===== src/rtl/dcs_pkg.sv =====
// Constants and types for the drive command source and stop mode block
`default_nettype none
package dcs_pkg;
  // ==========================================================
  // Register byte offsets
  localparam logic [7:0] ADDR_CFG    = 8'h00;
  localparam logic [7:0] ADDR_LEVEL  = 8'h04;
  localparam logic [7:0] ADDR_STATUS = 8'h08;
  localparam logic [7:0] ADDR_CLEAR  = 8'h0C;
  // ==========================================================
  // Field positions in the configuration register
  localparam int CFG_STOP_BIT = 0;
  localparam int CFG_THERM_LSB = 1;
  localparam int CFG_SER_LSB   = 4;
  localparam int CFG_FB_LSB   = 8;
  localparam int CFG_LEA_BIT  = 10;
  // Field positions in the status register
  localparam int STAT_OVER_BIT = 0;
  localparam int STAT_TRIP_BIT = 1;
  localparam int STAT_FSRC_LSB = 2;
  localparam int STAT_RSRC_LSB = 4;
  localparam int STAT_DRV_BIT  = 6;
  localparam int STAT_LNK_BIT  = 7;
  localparam int STAT_STATE_LSB = 8;
  // ==========================================================
  // Values after reset and limits; level is in 10 mV steps
  localparam logic [9:0] LEVEL_RST = 10'h0FA;
  localparam logic [9:0] LEVEL_MAX = 10'h1F4;
  localparam logic [3:0] SER_MAX   = 4'h8;
  localparam logic [2:0] HSIZE_WORD = 3'h2;
  // ==========================================================
  // Modes and source codes
  localparam logic       STOP_RAMP  = 1'b0;
  localparam logic       STOP_COAST = 1'b1;
  localparam logic [1:0] THERM_OFF   = 2'h0;
  localparam logic [1:0] THERM_TRIP  = 2'h1;
  localparam logic [1:0] THERM_ALARM = 2'h2;
  localparam logic [1:0] SRC_INT    = 2'h0;
  localparam logic [1:0] SRC_P1     = 2'h1;
  localparam logic [1:0] SRC_P2     = 2'h2;
  localparam logic [1:0] SRC_FB     = 2'h3;
  // ==========================================================
  // Types
  typedef struct packed {
    logic [15:0] freq;
    logic        run;
  } dcs_cmd_t;

  typedef enum logic [3:0] {
    ST_IDLE = 4'b0001,
    ST_RUN  = 4'b0010,
    ST_RAMP = 4'b0100,
    ST_TRIP = 4'b1000
  } dcs_state_t;
endpackage : dcs_pkg
`default_nettype wire

===== src/rtl/dcs_core.sv =====
// Command source routing, stop mode and thermistor guard with AHB-Lite regs
// Notes on behaviour
// - Stop mode 0: run command off ramps motor down by deceleration.
// - Stop mode 1: run command off cuts output drive at once.
// - Lowering frequency while running decelerates, even in coast mode.
// - Thermistor mode 0 off; mode 1 over level trips to alarm stop.
// - Thermistor mode 2 over level raises overheat flag, keeps running.
// - Thermistor monitoring stays active in modes 1 and 2, any motor.
// - Detection level accepted from 0.00 to 5.00 volts.
// - Divided thermistor voltage above level counts as overheat.
// - Serial source picks frequency: 0,2,6 internal; 1,3,7 P1; 4,5,8 P2.
// - Serial source picks run: 0,1,4 internal; 2,3,5 P1; 6,7,8 P2.
// - Fieldbus select overrides: 1 frequency, 2 run, 3 both.
// - Port 1 is the RJ-45 keypad port, port 2 the differential pair.
// - Internal source: frequency selectors or multistep; run by method.
// - Link enable assigned and off forces internal sources.
//
// Local design decisions: the register offsets and the AHB-Lite register port.
`timescale 1ns/1ps
`default_nettype none
module dcs_core (
  input  wire logic            REF_CLK,     // 200 MHz clock
  input  wire logic            SYS_RST,     // Sync reset, active high
  input  wire logic            HSEL,        // AHB select
  input  wire logic [31:0]     HADDR,       // AHB address
  input  wire logic [1:0]      HTRANS,      // AHB transfer type
  input  wire logic            HWRITE,      // AHB write
  input  wire logic [2:0]      HSIZE,       // AHB size
  input  wire logic [31:0]     HWDATA,      // AHB write data
  input  wire logic            HREADY,      // AHB ready in
  output logic [31:0]          HRDATA,      // AHB read data
  output logic                 HREADYOUT,   // AHB ready out
  output logic                 HRESP,       // AHB response, always OKAY
  input  wire dcs_pkg::dcs_cmd_t INT_CMD,   // Internal selectors
  input  wire dcs_pkg::dcs_cmd_t P1_CMD,    // RJ-45 keypad serial port
  input  wire dcs_pkg::dcs_cmd_t P2_CMD,    // Differential pair port
  input  wire dcs_pkg::dcs_cmd_t FB_CMD,    // Fieldbus option
  input  wire logic            LINK_EN_PIN, // Link operation enable terminal
  input  wire logic [9:0]      THERM_SENSE, // Divided sensor voltage, 10 mV
  input  wire logic            RAMP_DONE,   // Ramp generator reached zero
  output dcs_pkg::dcs_cmd_t    CMD_OUT,     // Selected command
  output logic                 DRIVE_EN,    // Output stage enable
  output logic                 DECEL_REQ,   // Decelerate by ramp settings
  output logic                 MOTOR_OVERHEAT, // Overheat alarm flag
  output logic                 ALARM_STOP   // Protective trip state
);
  // ==========================================================
  // Settings registers
  logic       stop_r;
  logic [1:0] therm_r;
  logic [3:0] ser_r;
  logic [1:0] fb_r;
  logic       lea_r;
  logic [9:0] level_r;

  // ==========================================================
  // Bus slave: one wait state so a read never sees a stale write
  logic       pend_r;
  logic       wr_r;
  logic       map_r;
  logic [7:0] addr_r;
  logic       hready_r;
  logic [31:0] hrdata_r;
  wire        acc = HSEL & HTRANS[1] & HREADY;
  wire        do_wr = pend_r & wr_r & map_r;
  wire        wr_cfg = do_wr & (addr_r == dcs_pkg::ADDR_CFG);
  wire        wr_lvl = do_wr & (addr_r == dcs_pkg::ADDR_LEVEL);
  wire        wr_clr = do_wr & (addr_r == dcs_pkg::ADDR_CLEAR);
  wire [3:0]  ser_in = HWDATA[dcs_pkg::CFG_SER_LSB +: 4];
  wire [9:0]  lvl_in = HWDATA[9:0];

  always_ff @(posedge REF_CLK) begin
    if (SYS_RST) begin
      pend_r   <= 1'b0;
      wr_r     <= 1'b0;
      map_r    <= 1'b0;
      addr_r   <= 8'h00;
      hready_r <= 1'b1;
    end else if (acc) begin
      pend_r   <= 1'b1;
      wr_r     <= HWRITE & (HSIZE == dcs_pkg::HSIZE_WORD);
      map_r    <= (HADDR[31:8] == 24'h000000) & (HADDR[1:0] == 2'h0);
      addr_r   <= HADDR[7:0];
      hready_r <= 1'b0;
    end else begin
      pend_r   <= 1'b0;
      hready_r <= 1'b1;
    end
  end

  // Out-of-range values are refused and the old setting kept
  always_ff @(posedge REF_CLK) begin
    if (SYS_RST) begin
      stop_r  <= dcs_pkg::STOP_RAMP;
      therm_r <= dcs_pkg::THERM_OFF;
      ser_r   <= 4'h0;
      fb_r    <= 2'h0;
      lea_r   <= 1'b0;
      level_r <= dcs_pkg::LEVEL_RST;
    end else begin
      if (wr_cfg) begin
        stop_r <= HWDATA[dcs_pkg::CFG_STOP_BIT];
        if (HWDATA[dcs_pkg::CFG_THERM_LSB +: 2] != 2'h3)
          therm_r <= HWDATA[dcs_pkg::CFG_THERM_LSB +: 2];
        if (ser_in <= dcs_pkg::SER_MAX)
          ser_r <= ser_in;
        fb_r  <= HWDATA[dcs_pkg::CFG_FB_LSB +: 2];
        lea_r <= HWDATA[dcs_pkg::CFG_LEA_BIT];
      end
      if (wr_lvl && lvl_in <= dcs_pkg::LEVEL_MAX) begin
        level_r <= lvl_in;
      end
    end
  end

  // ==========================================================
  // Link enable terminal: three stages, change taken when 2 and 3 agree
  logic lnk_s1;
  logic lnk_s2;
  logic lnk_s3;
  logic lnk_r;
  always_ff @(posedge REF_CLK) begin
    if (SYS_RST) begin
      lnk_s1 <= 1'b0;
      lnk_s2 <= 1'b0;
      lnk_s3 <= 1'b0;
      lnk_r  <= 1'b0;
    end else begin
      lnk_s1 <= LINK_EN_PIN;
      lnk_s2 <= lnk_s1;
      lnk_s3 <= lnk_s2;
      if (lnk_s2 == lnk_s3)
        lnk_r <= lnk_s3;
    end
  end
  // Unassigned terminal behaves as if on
  wire lnk_eff = ~lea_r | lnk_r;

  // ==========================================================
  // Source decode
  function automatic logic [1:0] freq_src_of(input logic [3:0] v);
    case (v)
      4'h1, 4'h3, 4'h7: freq_src_of = dcs_pkg::SRC_P1;
      4'h4, 4'h5, 4'h8: freq_src_of = dcs_pkg::SRC_P2;
      default:          freq_src_of = dcs_pkg::SRC_INT;
    endcase
  endfunction : freq_src_of

  function automatic logic [1:0] run_src_of(input logic [3:0] v);
    case (v)
      4'h2, 4'h3, 4'h5: run_src_of = dcs_pkg::SRC_P1;
      4'h6, 4'h7, 4'h8: run_src_of = dcs_pkg::SRC_P2;
      default:          run_src_of = dcs_pkg::SRC_INT;
    endcase
  endfunction : run_src_of

  function automatic dcs_pkg::dcs_cmd_t pick(
    input logic [1:0] s,
    input dcs_pkg::dcs_cmd_t a,
    input dcs_pkg::dcs_cmd_t b,
    input dcs_pkg::dcs_cmd_t c,
    input dcs_pkg::dcs_cmd_t d
  );
    case (s)
      dcs_pkg::SRC_P1: pick = b;
      dcs_pkg::SRC_P2: pick = c;
      dcs_pkg::SRC_FB: pick = d;
      default:         pick = a;
    endcase
  endfunction : pick

  wire [1:0] fsrc_ser = freq_src_of(ser_r);
  wire [1:0] rsrc_ser = run_src_of(ser_r);
  wire [1:0] fsrc_sel = ~lnk_eff ? dcs_pkg::SRC_INT :
                        fb_r[0] ? dcs_pkg::SRC_FB : fsrc_ser;
  wire [1:0] rsrc_sel = ~lnk_eff ? dcs_pkg::SRC_INT :
                        fb_r[1] ? dcs_pkg::SRC_FB : rsrc_ser;
  // Port 1 keypad jack, port 2 differential pair, internal selectors
  wire dcs_pkg::dcs_cmd_t f_pick = pick(fsrc_sel, INT_CMD, P1_CMD,
                                        P2_CMD, FB_CMD);
  wire dcs_pkg::dcs_cmd_t r_pick = pick(rsrc_sel, INT_CMD, P1_CMD,
                                        P2_CMD, FB_CMD);
  wire [15:0] sel_freq = f_pick.freq;
  wire        sel_run  = r_pick.run;

  // Registered so a setting change never glitches the outputs
  logic [1:0]  fsrc_r;
  logic [1:0]  rsrc_r;
  logic [15:0] freq_r;
  logic        run_r;
  always_ff @(posedge REF_CLK) begin
    if (SYS_RST) begin
      fsrc_r <= dcs_pkg::SRC_INT;
      rsrc_r <= dcs_pkg::SRC_INT;
      freq_r <= 16'h0000;
      run_r  <= 1'b0;
    end else begin
      fsrc_r <= fsrc_sel;
      rsrc_r <= rsrc_sel;
      freq_r <= sel_freq;
      run_r  <= sel_run;
    end
  end

  // ==========================================================
  // Thermistor guard; independent of which motor is selected
  logic over_r;
  logic trip_r;
  logic ovh_r;
  wire  over = (therm_r != dcs_pkg::THERM_OFF) &
               (THERM_SENSE > level_r);
  always_ff @(posedge REF_CLK) begin
    if (SYS_RST) begin
      over_r <= 1'b0;
      trip_r <= 1'b0;
      ovh_r  <= 1'b0;
    end else begin
      over_r <= over;
      ovh_r  <= over_r & (therm_r == dcs_pkg::THERM_ALARM);
      // Set wins over a clear in the same cycle
      if (over_r && therm_r == dcs_pkg::THERM_TRIP)
        trip_r <= 1'b1;
      else if (wr_clr && HWDATA[0])
        trip_r <= 1'b0;
    end
  end

  // ==========================================================
  // Stop sequencing
  dcs_pkg::dcs_state_t state_r;
  dcs_pkg::dcs_state_t state_nxt;
  always_comb begin
    state_nxt = state_r;
    case (state_r)
      dcs_pkg::ST_IDLE: begin
        if (trip_r)
          state_nxt = dcs_pkg::ST_TRIP;
        else if (run_r)
          state_nxt = dcs_pkg::ST_RUN;
      end
      dcs_pkg::ST_RUN: begin
        if (trip_r)
          state_nxt = dcs_pkg::ST_TRIP;
        else if (!run_r && stop_r == dcs_pkg::STOP_COAST)
          state_nxt = dcs_pkg::ST_IDLE;
        else if (!run_r)
          state_nxt = dcs_pkg::ST_RAMP;
      end
      dcs_pkg::ST_RAMP: begin
        if (trip_r)
          state_nxt = dcs_pkg::ST_TRIP;
        else if (run_r)
          state_nxt = dcs_pkg::ST_RUN;
        else if (RAMP_DONE)
          state_nxt = dcs_pkg::ST_IDLE;
      end
      dcs_pkg::ST_TRIP: begin
        if (!trip_r)
          state_nxt = dcs_pkg::ST_IDLE;
      end
      default: state_nxt = dcs_pkg::ST_IDLE;
    endcase
  end

  wire drv_nxt = (state_nxt == dcs_pkg::ST_RUN) |
                 (state_nxt == dcs_pkg::ST_RAMP);
  // Lowered reference while running still follows the ramp
  wire dec_nxt = (state_nxt == dcs_pkg::ST_RAMP) |
                 ((state_nxt == dcs_pkg::ST_RUN) &
                  (sel_freq < freq_r));

  logic drv_r;
  logic dec_r;
  always_ff @(posedge REF_CLK) begin
    if (SYS_RST) begin
      state_r <= dcs_pkg::ST_IDLE;
      drv_r   <= 1'b0;
      dec_r   <= 1'b0;
    end else begin
      state_r <= state_nxt;
      drv_r   <= drv_nxt;
      dec_r   <= dec_nxt;
    end
  end

  // ==========================================================
  // Read data
  logic [31:0] stat_w;
  always_comb begin
    stat_w = 32'h00000000;
    stat_w[dcs_pkg::STAT_OVER_BIT]  = over_r;
    stat_w[dcs_pkg::STAT_TRIP_BIT]  = trip_r;
    stat_w[dcs_pkg::STAT_FSRC_LSB +: 2] = fsrc_r;
    stat_w[dcs_pkg::STAT_RSRC_LSB +: 2] = rsrc_r;
    stat_w[dcs_pkg::STAT_DRV_BIT]   = drv_r;
    stat_w[dcs_pkg::STAT_LNK_BIT]   = lnk_eff;
    stat_w[dcs_pkg::STAT_STATE_LSB +: 4] = state_r;
  end
  wire [31:0] cfg_w = {21'h0, lea_r, fb_r, ser_r, 1'b0, therm_r, stop_r};
  wire [31:0] rd_w  = ~map_r ? 32'h00000000 :
    (addr_r == dcs_pkg::ADDR_CFG)    ? cfg_w :
    (addr_r == dcs_pkg::ADDR_LEVEL)  ? {22'h0, level_r} :
    (addr_r == dcs_pkg::ADDR_STATUS) ? stat_w : 32'h00000000;

  always_ff @(posedge REF_CLK) begin
    if (SYS_RST)
      hrdata_r <= 32'h00000000;
    else if (pend_r && !wr_r)
      hrdata_r <= rd_w;
  end

  assign HRDATA         = hrdata_r;
  assign HREADYOUT      = hready_r;
  assign HRESP          = 1'b0;
  assign CMD_OUT        = '{freq: freq_r, run: run_r};
  assign DRIVE_EN       = drv_r;
  assign DECEL_REQ      = dec_r;
  assign MOTOR_OVERHEAT = ovh_r;
  assign ALARM_STOP     = trip_r;
endmodule : dcs_core
`default_nettype wire


===== config.mk =====
export PLATFORM = sky130hd
export DESIGN_NAME = dcs_core
export DESIGN_NICKNAME = d
export VERILOG_FILES = /design/src/rtl/dcs_pkg.sv /design/src/rtl/dcs_core.sv
export SDC_FILE = /design/constraint.sdc
export NUM_CORES = 1
export LEC_CHECK = 0
export ABC_AREA = 0
export BUFFER_PORTS_ARGS = -buffer_cell sky130_fd_sc_hd__buf_2
export CORE_MARGIN = 1.5
export CORE_UTILIZATION = 47
export DETAILED_ROUTE_END_ITERATION = 10
export GPL_TIMING_DRIVEN = 0
export PLACE_DENSITY_LB_ADDON = 0.15
export SLEW_MARGIN = 20
export SYNTH_ARGS = -nofsm -noshare
export SYNTH_HDL_FRONTEND = slang
export SYNTH_SLANG_ARGS = --single-unit
export TNS_END_PERCENT = 20

===== constraint.sdc =====
create_clock -name REF_CLK -period 3.2 [get_ports REF_CLK]
set_input_delay 0.32 -clock REF_CLK [delete_from_list [all_inputs] [get_ports REF_CLK]]
set_output_delay 0.32 -clock REF_CLK [all_outputs]
set_load 0.03 [all_outputs]

Yosys cells after proc, flatten, opt, wreduce, memory -nomap -nowiden

Index checks and enable logic that the tools add are counted.

Output and inout bits: 55
Flip-flop bits (word level): 98

Magnitude comparators: 4
Equal/unequal tests: 28
Mux-type cells: 26
Bitwise gates (word level): 16
Reduce and logical (&&, ||, !) cells: 18

Operators by type and width:

| kind                | number |
|---|---|
| $pmux 17 s3         | 1 |
| $mux 12             | 4 |
| $mux 4              | 9 |
| $eq 4x3->1 const B  | 6 |
| $logic_not 24->1    | 1 |
| $eq 4x2->1 const B  | 4 |
| $eq 8x4->1 const B  | 2 |
| $lt 16x16->1        | 1 |
| $pmux 4 s4          | 1 |
| $and 1x1->1         | 12 |
| $reduce_or 3->1     | 4 |
| $eq 2x2->1 const B  | 5 |
| $gt 10x10->1        | 1 |
| $le 10x9->1 const B | 1 |
| $eq 4x1->1 const B  | 2 |
| $eq 4x4->1 const B  | 2 |
| $eq 8x3->1 const B  | 1 |
| $logic_not 8->1     | 1 |
| $mux 2              | 4 |
| $pmux 2 s2          | 2 |
| $eq 2x1->1 const B  | 3 |
| $logic_and 1x1->1   | 5 |
| $le 4x4->1 const B  | 1 |
| $mux 1              | 4 |
| other kinds (10)    | 15 |

Logic depth before layout (Yosys ltp)

Depth in word-level cells: 10
Mapped depth: 13
Mapped depth without buffers: 11

Least setup slack after synthesis

Ideal clock, no wire load.

Kind: register to register
Start point: register ser_r[3]
End point: register dec_r, in the netlist DECEL_REQ
Path slack: 382 ps
Stages on the path, launching flop included: 14
Data arrival time: 2722 ps
Clock period less this slack: 2818 ps
Required time: 3105 ps
Path through: dfxtp_1 > or4b_4 > and3_4 > buf_6 > a21oi_4 > buf_6 > nor2_1 > a211oi_1 > ha_1 > a211oi_1 > nor2_1 > nor3_1 > o211ai_1 > a221oi_1

RTL lines:

| item                   | RTL line        | RTL |
|---|---|---|
| start, declared        | dcs_core.sv:51  | `logic [3:0] ser_r;` |
| start signal, assigned | dcs_core.sv:106 | `ser_r <= ser_in;` |
| end signal, assigned   | dcs_core.sv:282 | `dec_r <= dec_nxt;` |
| end, declared          | dcs_core.sv:273 | `logic dec_r;` |

==> out/qor.yml <==
status: "completed"
cp-start-kind: "register"
hp-start: "LINK_EN_PIN"
ys_seq_area_share_pct: 34.99
worst_clock_skew_ns: 0.01384
drtAntennaViolNets: 0
final_nets: 890
setup-tns-final_ns: 0
synth_area_per_cell_um2: 8.666
die_h_um: 100.4
path_class: "reg2reg"
port_buffers: 165
worst_pin_slew_ns: 0.8523
fp.dieW_um: 100.4
finalMaxSlewViolations: 0
crit_fanout: 10
clock_latency_ns: 0.35
routabilityCongestion: 0.8701
combPwrFrac_pct: 15.7
cts_buffer_depth: 2
holdWs_ns: 0.1689
grt_max_degree: 16
layout_common_cells: "buf_2, nor2_1, dfxtp_1"
routedWlPerCell_um: 14.98
p_sw_share_pct: 25.84
switching_power_uw: 586.1
area_growth_pct: 30.84
cp-startpoint: "ser_r[0]"
synthArstFlopShare_pct: 0
grt_use_total_pct: 24.63
initialDrtViolationCount: 179
first_pass_iters: 4
arrival_ns: 3.33
h-tree-depth: 3
synth_cells: 515
wl_um: 12640
postLayoutCellArea_um2: 5839
grt.overflow.total: 0
postPlaceCellArea_um2: 5525
num_vias: 4448
finalPower_uw: 2268
cts_inserted_buffers: 9
dp_hpwl_um: 9826
coreArea_um2: 9240
end_kind: "register"
ios: 209
vias_per_cell: 5.270
die-area_um2: 10090
min_period_over_period_pct: 95.95
r2r_start: "ser_r[0]"
n_antenna_cell: 0
crit_slowest_cell: "or4b_4"
hold_class: "in2reg"
yosysUniqueCellTypes: 51
drv_cap: 0
cp_cell_sequence: "or4b_4 > and3_4 > buf_6 > a21oi_4 > buf_6 > nor2_1 > a211oi_1 > ha_1 > o21ai_0 > nand2b_1 > a21oi_2 > nor4bb_4 > a221oi_2"
antenna_found_initial: 0
initial_core_util_pct: 48.30
hold_viol: 0
clk_pin_slew_ns: 0.09
critical_path_required_ns: 3.46
synth_area_um2: 4463
synthFlopType: "dfxtp_1"
p_seq_share_pct: 44.1
synth.ff_latch_count: 78
cts_tree: "done"
max_freq_mhz: 325.7
mostFrequentLayoutCell: "buf_2"
cts_sinks: 78
vdd.ir_drop.worst_mv: 0.1978
final-setup-viol-count: 0
finalCriticalPeriod_ns: 3.070
drc: 0
pwr-share-clk_pct: 40.2
rows: 35
cts-hold-fix-buffers: 0
power.internal_uw: 1682
grt_pass1_vias: 4189
cpPeakStageDelay_ns: 0.59
powerDensity_nw_per_um2: 388.5
drive_gt1_share_pct: 33.71
ys_warn_count: 0
grt_pass1_wl_um: 19450
relSlewSlack_pct: 42.91
path_common_cell: "buf_6"
cts_root_buffer: "clkbuf_8"
p_leak_uw: 0.002758
synth_edf_count: 0
## metrics by stage
stage / utilization [%] / worst slack, ns / cells
floorplan: - / 0.3822 / 535
global placement: 59.80 / -0.02261 / 829
detailed placement: 59.80 / -0.08684 / 829
CTS: 62.53 / 0.06242 / 844
global route: 63.20 / -0.004792 / 844
finish: 63.20 / 0.1297 / 844
## sequential cells by signal, indices dropped and copies added, names as in the netlist, 2 cells and up
signal / count
HRDATA: 12
addr_r: 8
therm_r: 2
fsrc_r: 2
rsrc_r: 2
state_r: 4
level_r: 10
ser_r: 4
fb_r: 2
freq_r: 16
## cells by family after synthesis
kind of cell	synth area share, %
xor+xnor	0.1963
fa+ha+maj	7.009
simple gates	18.33
flops	34.99
mux	7.626
buf+inv	9.420
other cells	0.08402
compound gates	22.34
## worst paths after layout
path	cells after the start	slack, ns	end
hold / removal	2	0.17	lnk_s1
hold reg to reg	1	0.45	lnk_s2
setup reg to reg	13	0.13	DECEL_REQ
setup / recovery	13	0.13	DECEL_REQ
## power groups by stage
stage | sequential, uW | combinational (uW) | clock [uW]
6_report | 1000 | 356 | 911
5_1_grt | 1000 | 390 | 961
2_1_floorplan | 1050 | 186 | 0
3_5_place_dp | 1020 | 347 | 0
4_1_cts | 1000 | 349 | 928
3_3_place_gp | 1020 | 338 | 0
## synth_stat cells, types with 3 or more instances
master     instances  area share (%)
a2111oi_0          5            0.98
a2111oi_2         10             3.4
a211o_1            5            0.98
a211oi_1          19             3.2
a21oi_1           16             1.8
a22o_1            10             2.0
a22oi_1           12             2.0
a31oi_1            4            0.56
buf_1              4            0.34
buf_2              6            0.67
buf_4             22             3.7
clkbuf_1          16             1.3
dfxtp_1           78              35
ha_1              25             7.0
inv_1             34             2.9
mux2i_1           34             7.6
nand2_1           12             1.0
nand2b_1           6            0.84
nand3_1            5            0.56
nand4_1            8             1.1
nor2_1            82             6.9
nor2b_1           12             1.7
nor3_1            15             1.7
nor3b_1            3            0.50
nor4_1             8             1.1
nor4bb_1           3            0.67
o21a_1             3            0.50
o21ai_0           18             2.0
o22ai_1            8             1.1
o31a_1             3            0.59
## worst max-delay path, delay by kind of cell (launching register included)
| kind | cells | cell delay [ns] |
|---|---|---|
| adders and majority gates | 1 | 0.28 |
| and+or+nand+nor | 5 | 1.01 |
| DFF | 1 | 0.37 |
| AOI/OAI and AO/OA | 5 | 1.01 |
| buffers and inverters | 2 | 0.29 |
## layer usage
metal / vias up / wire (um) / global-route usage (%) / part of all wire (%)
li1: 2218 / - / - / -
met5: - / 0 / 0 / 0
met1: 2045 / 5482 / 31.16 / 43
met3: 17 / 821 / 3.760 / 6.5
met4: 0 / 220 / 9.317 / 1.7
met2: 168 / 6116 / 42.33 / 48
## cell type report
type	count	area, um^2
Buffer	49	300.3
Clock buffer	10	137.6
Clock inverter	5	106.4
Fill cell	842	3401
Inverter	34	127.6
Multi-Input combinational cell	373	2608
Sequential cell	78	1565
Tap cell	129	161.4
Timing Repair Buffer	166	833.3
## repair_timing
action	4_1_cts	5_1_grt
resized for setup	4	15
setup buffers	1	0
endpoints found under the setup margin	1	1
pin swaps	1	0
(Power assumes the default switching activity.)
